<file path="src/logic/pil_pkg.sv">
// Package for the injection symbol and line-state register bank.
// Assumes an APB master with 32-bit data and one clock, pclk.
`default_nettype none
package pil_pkg;

  // ************************************************************
  // Register indices (byte address is four times the index)
  // ************************************************************
  localparam logic [7:0] IDX_THRESHOLD = 8'h05;  // Injection threshold
  localparam logic [7:0] IDX_SYM_LOWER = 8'h06;  // Injection symbol, bits 0..4
  localparam logic [7:0] IDX_SYM_UPPER = 8'h07;  // Injection symbol, bits 5..9
  localparam logic [7:0] IDX_LINE_STAT = 8'h08;  // Current receive state status
  localparam logic [7:0] IDX_INJ_CTRL  = 8'h09;  // Injection mode and status
  localparam int         ADDR_LSB      = 2;      // Word aligned registers

  // ************************************************************
  // Field layout and reset values
  // ************************************************************
  localparam int         SYM_FIELD_W   = 5;      // Symbol bits per register
  localparam int         PAIR_W        = 10;     // One 5B symbol pair
  localparam int         LS_CODE_W     = 3;      // Line state code width
  localparam int         LS_UNK_BIT    = 3;      // Unknown line state flag
  localparam logic [7:0] SYM_RST       = 8'he0;  // Reserved bits set to 1
  localparam logic [7:0] THR_RST       = 8'h00;  // Threshold after reset
  localparam logic [3:0] LS_RST        = 4'h8;   // Unknown flag set, code 0
  localparam int         CTRL_DONE_BIT = 2;      // One-shot done, read only
  localparam int         CTRL_ARM_BIT  = 3;      // One-shot armed, read only

  // ************************************************************
  // Injection modes
  // ************************************************************
  typedef enum logic [1:0] {
    PIL_MODE_OFF  = 2'h0,
    PIL_MODE_ONCE = 2'h1,
    PIL_MODE_PER  = 2'h2,
    PIL_MODE_CONT = 2'h3
  } pil_mode_e;

  // One received or transmitted symbol pair
  typedef struct packed {
    logic              valid;  // Pair present this cycle
    logic              data;   // Pair is a data pair
    logic              jk;     // Pair is the JK starting delimiter
    logic [PAIR_W-1:0] pair;   // Symbols in 5B code
  } pil_pair_s;

  // Line state report from the receiver
  typedef struct packed {
    logic                 change;   // New line state recognized
    logic                 unknown;  // New state is unknown
    logic [LS_CODE_W-1:0] code;     // Code of the new state
  } pil_ls_s;

endpackage
`default_nettype wire

</file>
<file path="src/logic/pil_injector.sv">
// Symbol pair injector: replaces received data pairs by the programmed pair.
// Assumes the receiver delivers at most one pair per clock, synchronous to pclk.
`timescale 1ns/1ps
`default_nettype none
module pil_injector (
  input  wire logic                          pclk,
  input  wire logic                          presetn,
  input  wire pil_pkg::pil_mode_e            mode,        // Active mode
  input  wire logic                          arm,         // One-shot arm pulse
  input  wire logic [7:0]                    threshold,   // Count n
  input  wire logic [pil_pkg::PAIR_W-1:0]    inj_pair,    // Programmed pair
  input  wire pil_pkg::pil_pair_s            rx_in,       // Received pairs
  output pil_pkg::pil_pair_s                 tx_out,      // Pairs after injection
  output logic                               armed,       // One-shot waiting
  output logic                               done         // One-shot fired
);

  // ************************************************************
  // One-shot sequencer
  // ************************************************************
  typedef enum logic [1:0] {
    ST_IDLE  = 2'b00,
    ST_WAIT  = 2'b01,
    ST_COUNT = 2'b11,
    ST_FIRED = 2'b10
  } pil_inj_e;

  pil_inj_e   state_ff;   // One-shot state
  logic [7:0] cnt_ff;     // Byte positions seen since JK, or pairs in period
  logic       hit;        // Replace the current pair

  // Counts data pairs behind the JK and fires once at position n
  always_ff @(posedge pclk or negedge presetn) begin
    if (!presetn) begin
      state_ff <= ST_IDLE;
    end else if (arm) begin
      state_ff <= ST_WAIT;
    end else if (mode != pil_pkg::PIL_MODE_ONCE) begin
      state_ff <= ST_IDLE;
    end else if (rx_in.valid) begin
      unique case (state_ff)
        ST_WAIT: begin
          if (rx_in.jk) state_ff <= ST_COUNT;
        end
        ST_COUNT: begin
          if (hit) state_ff <= ST_FIRED;
        end
        ST_IDLE, ST_FIRED: begin
          state_ff <= state_ff;
        end
      endcase
    end
  end

  // Shared counter: position after JK in one-shot, period in periodic
  always_ff @(posedge pclk or negedge presetn) begin
    if (!presetn) begin
      cnt_ff <= 8'h00;
    end else if (arm || mode == pil_pkg::PIL_MODE_OFF) begin
      cnt_ff <= 8'h00;
    end else if (rx_in.valid) begin
      if (rx_in.jk && state_ff == ST_WAIT) begin
        cnt_ff <= 8'h00;
      end else if (mode == pil_pkg::PIL_MODE_PER && hit) begin
        cnt_ff <= 8'h00;                           // Restart the period
      end else if (rx_in.data && cnt_ff != 8'hff) begin
        cnt_ff <= cnt_ff + 8'h01;
      end
    end
  end

  // Decide whether this pair is replaced
  always_comb begin
    hit = 1'b0;
    if (rx_in.valid && rx_in.data) begin
      unique case (mode)
        pil_pkg::PIL_MODE_ONCE: hit = (state_ff == ST_COUNT) && (cnt_ff == threshold);
        // A threshold of 0 or 1 means every data pair in periodic mode
        pil_pkg::PIL_MODE_PER:  hit = (cnt_ff + 8'h01 >= threshold);
        pil_pkg::PIL_MODE_CONT: hit = 1'b1;
        pil_pkg::PIL_MODE_OFF:  hit = 1'b0;
      endcase
    end
  end

  // Registered output stage, one cycle of latency for every pair
  always_ff @(posedge pclk or negedge presetn) begin
    if (!presetn) begin
      tx_out <= '0;
    end else begin
      tx_out      <= rx_in;
      if (hit) tx_out.pair <= inj_pair;
    end
  end

  // Visible one-shot status
  always_ff @(posedge pclk or negedge presetn) begin
    if (!presetn) begin
      armed <= 1'b0;
      done  <= 1'b0;
    end else begin
      armed <= arm || ((state_ff == ST_WAIT || state_ff == ST_COUNT) && !(hit && state_ff == ST_COUNT)
               && mode == pil_pkg::PIL_MODE_ONCE);
      done  <= !arm && (state_ff == ST_FIRED || (state_ff == ST_COUNT && hit))
               && mode == pil_pkg::PIL_MODE_ONCE;
    end
  end

endmodule
`default_nettype wire

</file>
<file path="src/logic/pil_regs.sv">
// Register bank for symbol injection and receive line state, APB slave.
// Assumes a single 50 MHz pclk; receiver and data path are on the same clock.
//
// Notes on behaviour
// - Lower and upper registers hold injected pair
// - One-shot: inject n bytes after next JK
// - Periodic: inject every nth symbol pair
// - Continuous: replace every data symbol
// - Upper symbol register at 07h, always RW
// - Upper bits D0..D4 carry symbol bits 5..9
// - Reserved upper bits D5..D7 reset to 1
// - Reserved bit writes change no behaviour
// - Status always shows current detected line state
// - New state clears old bits, sets new
// - Reset forces unknown line state flag
//
// Added by the designer: the APB slave port.
`timescale 1ns/1ps
`default_nettype none
module pil_regs (
  input  wire logic                pclk,        // 50 MHz clock
  input  wire logic                presetn,     // Asynchronous reset, active low
  input  wire logic                psel,        // APB select
  input  wire logic                penable,     // APB access phase
  input  wire logic                pwrite,      // APB direction
  input  wire logic [11:0]         paddr,       // APB byte address
  input  wire logic [31:0]         pwdata,      // APB write data
  output logic      [31:0]         prdata,      // APB read data
  output logic                     pready,      // APB ready
  output logic                     pslverr,     // APB error, unmapped address
  input  wire pil_pkg::pil_pair_s  rx_pair,     // Received pair stream
  input  wire pil_pkg::pil_ls_s    rx_ls,       // Line state reports
  output pil_pkg::pil_pair_s       tx_pair      // Pair stream after injection
);

  // ************************************************************
  // Register state
  // ************************************************************
  logic [7:0]                 thr_ff;      // Injection threshold n
  logic [7:0]                 sym_lo_ff;   // Injection symbol, lower half
  logic [7:0]                 sym_hi_ff;   // Injection symbol, upper half
  logic [3:0]                 ls_ff;       // Unknown flag and state code
  pil_pkg::pil_mode_e         mode_ff;     // Injection mode
  logic                       arm_ff;      // One-shot arm pulse
  logic                       armed;       // One-shot waiting for its slot
  logic                       done;        // One-shot already fired

  // ************************************************************
  // APB decode
  // ************************************************************
  logic [7:0]                 idx;         // Word index of the access
  logic                       setup;       // Setup phase of a new transfer
  logic                       wr_go;       // Write takes effect this edge
  logic                       mapped;      // Index hits a register
  logic [7:0]                 rd_val;      // Read mux result
  logic [pil_pkg::PAIR_W-1:0] inj_pair;    // Pair handed to the injector

  assign idx    = paddr[pil_pkg::ADDR_LSB +: 8];
  assign setup  = psel && !penable;
  // Write lands only at the edge the master sees pready high
  assign wr_go  = psel && penable && pready && pwrite;
  assign mapped = (idx == pil_pkg::IDX_THRESHOLD) || (idx == pil_pkg::IDX_SYM_LOWER) ||
                  (idx == pil_pkg::IDX_SYM_UPPER) || (idx == pil_pkg::IDX_LINE_STAT) ||
                  (idx == pil_pkg::IDX_INJ_CTRL);

  // Read mux; nothing here has a read side effect
  always_comb begin
    rd_val = 8'h00;
    unique case (idx)
      pil_pkg::IDX_THRESHOLD: rd_val = thr_ff;
      pil_pkg::IDX_SYM_LOWER: rd_val = sym_lo_ff;
      pil_pkg::IDX_SYM_UPPER: rd_val = sym_hi_ff;
      pil_pkg::IDX_LINE_STAT: rd_val = {4'h0, ls_ff};
      pil_pkg::IDX_INJ_CTRL: begin
        rd_val                        = {6'h00, mode_ff};
        rd_val[pil_pkg::CTRL_DONE_BIT] = done;
        rd_val[pil_pkg::CTRL_ARM_BIT]  = armed;
      end
      default: rd_val = 8'h00;
    endcase
  end

  // ************************************************************
  // APB answer: no wait state, pready in the first access cycle
  // ************************************************************
  // Answer is prepared in setup so every output leaves a flop
  always_ff @(posedge pclk or negedge presetn) begin
    if (!presetn) begin
      pready  <= 1'b0;
      pslverr <= 1'b0;
      prdata  <= 32'h0000_0000;
    end else if (setup) begin
      pready  <= 1'b1;
      pslverr <= !mapped;
      prdata  <= (pwrite || !mapped) ? 32'h0000_0000 : {24'h00_0000, rd_val};
    end else begin
      pready  <= 1'b0;
      pslverr <= 1'b0;
      prdata  <= 32'h0000_0000;
    end
  end

  // ************************************************************
  // Writable registers
  // ************************************************************
  // Threshold register, read and write at any time
  always_ff @(posedge pclk or negedge presetn) begin
    if (!presetn) begin
      thr_ff <= pil_pkg::THR_RST;
    end else if (wr_go && idx == pil_pkg::IDX_THRESHOLD) begin
      thr_ff <= pwdata[7:0];
    end
  end

  // Lower symbol register; reserved bits stored but never used
  always_ff @(posedge pclk or negedge presetn) begin
    if (!presetn) begin
      sym_lo_ff <= pil_pkg::SYM_RST;
    end else if (wr_go && idx == pil_pkg::IDX_SYM_LOWER) begin
      sym_lo_ff <= pwdata[7:0];
    end
  end

  // Upper symbol register, no access restriction
  always_ff @(posedge pclk or negedge presetn) begin
    if (!presetn) begin
      sym_hi_ff <= pil_pkg::SYM_RST;
    end else if (wr_go && idx == pil_pkg::IDX_SYM_UPPER) begin
      sym_hi_ff <= pwdata[7:0];
    end
  end

  // Only the low five bits of each half form the pair; D5..D7 are dropped
  // here so a reserved bit can never reach the line
  assign inj_pair = {sym_hi_ff[pil_pkg::SYM_FIELD_W-1:0],
                     sym_lo_ff[pil_pkg::SYM_FIELD_W-1:0]};

  // Injection mode; writing one-shot mode (re)arms the sequencer
  always_ff @(posedge pclk or negedge presetn) begin
    if (!presetn) begin
      mode_ff <= pil_pkg::PIL_MODE_OFF;
      arm_ff  <= 1'b0;
    end else begin
      arm_ff <= 1'b0;
      if (wr_go && idx == pil_pkg::IDX_INJ_CTRL) begin
        mode_ff <= pil_pkg::pil_mode_e'(pwdata[1:0]);
        arm_ff  <= (pwdata[1:0] == pil_pkg::PIL_MODE_ONCE);
      end
    end
  end

  // ************************************************************
  // Line state status
  // ************************************************************
  // Each new report replaces the whole field, so old bits clear and new
  // bits set in one edge; host writes never reach it
  always_ff @(posedge pclk or negedge presetn) begin
    if (!presetn) begin
      ls_ff <= pil_pkg::LS_RST;
    end else if (rx_ls.change) begin
      ls_ff[pil_pkg::LS_UNK_BIT]          <= rx_ls.unknown;
      ls_ff[pil_pkg::LS_CODE_W-1:0]       <= rx_ls.unknown ? 3'h0 : rx_ls.code;
    end
  end

  // ************************************************************
  // Injection data path
  // ************************************************************
  pil_injector u_injector (
    .pclk      (pclk),
    .presetn   (presetn),
    .mode      (mode_ff),
    .arm       (arm_ff),
    .threshold (thr_ff),
    .inj_pair  (inj_pair),
    .rx_in     (rx_pair),
    .tx_out    (tx_pair),
    .armed     (armed),
    .done      (done)
  );

endmodule
`default_nettype wire

</file>
<file path="config.mk">
export PLATFORM = sky130hd
export DESIGN_NAME = pil_regs
export DESIGN_NICKNAME = d
export VERILOG_FILES = /design/src/logic/pil_pkg.sv /design/src/logic/pil_injector.sv /design/src/logic/pil_regs.sv
export SDC_FILE = /design/constraint.sdc
export NUM_CORES = 1
export LEC_CHECK = 0
export BUFFER_PORTS_ARGS = -buffer_cell sky130_fd_sc_hd__buf_2
export CAP_MARGIN = 40
export CORE_AREA = 2 2 93 95
export DETAILED_ROUTE_END_ITERATION = 8
export DIE_AREA = 0 0 95 97
export PLACE_DENSITY = 0.71
export SLEW_MARGIN = 20
export SYNTH_ARGS = -nofsm -noshare
export SYNTH_HDL_FRONTEND = slang
export SYNTH_HIERARCHICAL = 1
export SYNTH_SLANG_ARGS = --single-unit
</file>
<file path="constraint.sdc">
create_clock -name pclk -period 3.6 [get_ports pclk]
set_input_delay 0.36 -clock pclk [delete_from_list [all_inputs] [get_ports pclk]]
set_output_delay 0.36 -clock pclk [all_outputs]
set_load 0.05 [all_outputs]
</file>
==> flow_summary.json <==
{
  "status": "finished, final reports clean",
  "end_kind": "register",
  "rsz0062_at_grt": "no",
  "fin_nets": 451,
  "hold_path.class": "in -> reg",
  "grt_overflow": 0,
  "maxSlewViolCount": 0,
  "yosys_most_used_dff": "dfrtp_1",
  "syn_avg_cell_area_um2": 11.7,
  "swShare_pct": 29.8,
  "grt_use_total_pct": 17.1,
  "dieArea_um2": 9220,
  "async_flop_share_pct": 100,
  "cellPowerDensity_nw_per_um2": 364,
  "dp_cells": 468,
  "power_frac_clock_pct": 36.9,
  "skew_ns": 0.00877,
  "fin_crit_sh_pct": 92.3,
  "core_um2": 8130,
  "cts_buffers": 9,
  "min_period_ns": 3.32,
  "p_switching_uw": 446,
  "slowest_stage": "a31oi_4",
  "clk_latency_ns": 0.36,
  "wirelength_um": 7340,
  "r2r_start": "u_injector/cnt_ff[1]",
  "cts_tree": "yes",
  "crit_chain": "ha_1, nand3_1, or2_1, xnor2_1, ha_1, a21oi_1, nor2b_1, o41ai_4, a31oi_4, o21ai_1, mux2_2",
  "intPower_mw": 1.05,
  "grt_max_degree": 25,
  "crit_path_start": "u_injector/cnt_ff[1]",
  "die_w_um": 95,
  "synth_edf_count": 0,
  "synth_largest_area_cell": "dfrtp_1",
  "finalSetupViolations": 0,
  "start_util_pct": 44.4,
  "drtPass1Iterations": 4,
  "hold_viol_final": 0,
  "portBuffers": 61,
  "slowest_delay_ns": 0.58,
  "yosysWarnings": 6,
  "grt_pass1_vias": 2552,
  "fillers": 741,
  "antenna_found_initial": 0,
  "drc_errors": 0,
  "worstSetupStartpointType": "register",
  "vdd_drop_max_uv": 169,
  "dieHeight_um": 97,
  "rr_endpoint": "u_injector/cnt_ff[0]",
  "stdcell_count": 485,
  "ctsHoldBuffers": 1,
  "critPathKind": "reg -> reg",
  "reg2reg_depth": 11,
  "crit_fanout": 13,
  "fin_hold_ws_ns": 0.153,
  "clockRootBuffer": "clkbuf_8",
  "synthTopCellsByArea": "dfrtp_1, mux2_2, dfstp_2",
  "cts_sinks": 66,
  "postRouteAntennaNets": 0,
  "netlist.area_leader.share_pct": 40.9,
  "clock_path_buffers": 2,
  "fin_setup_tns_ns": 0,
  "tightestPinTransition_ns": 0.644,
  "synth_area_um2": 3610,
  "syn_inst": 309,
  "io_pins": 114,
  "vias": 2489,
  "vias_per_cell": 5.13,
  "max-slew-margin-rel_pct": 57.1,
  "cpMostUsedCell": "ha_1",
  "critical_path_required_ns": 3.84,
  "ys_seq_area_share_pct": 45.9,
  "dp_hpwl_um": 5410,
  "power_leakage_nw": 2.00,
  "critical_path_arrival_ns": 3.56,
  "grt_pass1_wl_um": 12100,
  "power_frac_comb_pct": 12.2,
  "post-route-util_pct": 50.6,
  "h-tree-depth": 3,
  "max_freq_mhz": 301,
  "cts_resized": 0,
  "row_count": 33,
  "path_clk_slew_ns": 0.07,
  "place.gp.congestion": 0.860,
  "drive_above_1_share_pct": 39.2,
  "diodes": 0,
  "ys_ff_latch": 66,
  "drtIter0Drc": 84,
  "reg2reg_slack_ns": 0.28,
  "min_from": "rx_pair[10]",
  "postCtsSetupBuffers": 0,
  "endpoint": "u_injector/cnt_ff[0]",
  "wl_per_cell_um": 15.1,
  "ys_types": 52,
  "synthToLayoutAreaGrowth_pct": 13.8,
  "cap_violations": 0,
  "p_seq_share_pct": 50.9
}
[synthesized netlist by cell type (7+ instances only)]
cell	count
dfrtp_1	59
mux2_2	37
buf_4	24
nor2_1	15
inv_1	14
o21ai_0	14
nand2_1	12
a22oi_1	11
a21oi_1	9
ha_1	9
mux2_4	9
a22o_1	7
dfstp_2	7
nand3_1	7
xor2_1	7
[worst min path at each step]
stage	slack [ns]	cells after the start	endpoint
2_1_floorplan	0.06	0	arm_ff
3_3_place_gp	0.49	1	u_injector/done
3_5_place_dp	0.38	1	u_injector/tx_out[2]
4_1_cts	0.14	1	u_injector/tx_out[10]
5_1_grt	0.15	1	u_injector/tx_out[10]
6_report	0.15	1	u_injector/tx_out[10]
[logic make-up after synthesis]
logic type	Yosys count	share of synthesized area [%]
DFF	66	45.9
xor gates and xnor gates	13	3.57
muxes	46	15.3
and+or+nand+nor	73	12.5
AOI/OAI and AO/OA	54	11.3
other	1	0.104
adders and majority gates	9	3.12
buffers and inverters	47	8.17
[layout by cell type, fill, tap and decap left out, types with 2 or more instances in the layout]
master and n:
mux2_2 37, nand2b_1 3, nand3b_1 5, clkinvlp_4 2, nand2_1 12, clkinv_2 2
nor3_1 5, nor2b_1 6, inv_1 14, o21ai_0 14, xor2_2 2, nand3_1 7
mux2_4 9, and3_1 2, ha_1 9, a22o_1 7, xnor2_1 4, nor4_4 2
nor2_1 15, conb_1 24, a21oi_1 9, a22oi_1 11, xor2_1 7, or2_1 3
buf_2 61, dfstp_2 7, or2_2 4, clkbuf_8 9, a31oi_4 2, dfrtp_1 59
nor3_4 2
[metal layers]
metal  vias to the layer above  share of wire, %  GRT usage, %
met5                         -                 0             0
met1                      1217                44          21.3
met3                        19               4.5          4.05
met4                         0               3.1          8.92
li1                       1177                 -             -
met2                        76                48          27.3
[flip-flops by register name, indices dropped and copies added, names as in the netlist]
register,flops
sym_hi_ff,8
u_injector/cnt_ff,8
mode_ff,2
pslverr,1
u_injector/tx_out,13
u_injector/armed,1
ls_ff,4
pready,1
thr_ff,8
sym_lo_ff,8
arm_ff,1
u_injector/done,1
prdata,8
u_injector/state_ff,2
[worst max-delay path: cells and delay by family (launching register included)]
| family | cells | cell delay, ns |
|---|---|---|
| xor+xnor | 1 | 0.15 |
| mux | 1 | 0.30 |
| compound gates | 4 | 1.00 |
| flops | 1 | 0.43 |
| simple gates | 3 | 0.75 |
| fa+ha+maj | 2 | 0.57 |
[layout make-up]
| type | count | area [µm²] | area share, % |
|---|---|---|---|
| tap | 105 | 131 | 3.19 |
| timing repair buffer | 64 | 350 | 8.52 |
| multi-input combinational | 219 | 1740 | 42.4 |
| clock inverter | 6 | 42.5 | 1.03 |
| sequential | 66 | 1660 | 40.4 |
| inverter | 15 | 56.3 | 1.37 |
| clock buffer | 10 | 128 | 3.10 |
[power by group through the flow]
stage | clock (mW) | combinational (mW) | sequential [mW]
after CTS | 0.571 | 0.183 | 0.762
after global routing | 0.604 | 0.196 | 0.763
after global placement | 0 | 0.176 | 0.776
after detailed placement | 0 | 0.182 | 0.776
after floorplan | 0 | 0.108 | 0.806
final | 0.553 | 0.182 | 0.762
[stage by stage]
stage                     power [mW]  instance area [µm²]  setup slack (ns)
after floorplan                0.914                 3700             0.769
after global placement         0.951                 3910             0.349
after detailed placement       0.958                 3930             0.315
after CTS                       1.52                 4110             0.271
after global routing            1.56                 4110             0.107
final                           1.50                 4110             0.277
No activity file was read; power rests on OpenSTA's default activity.
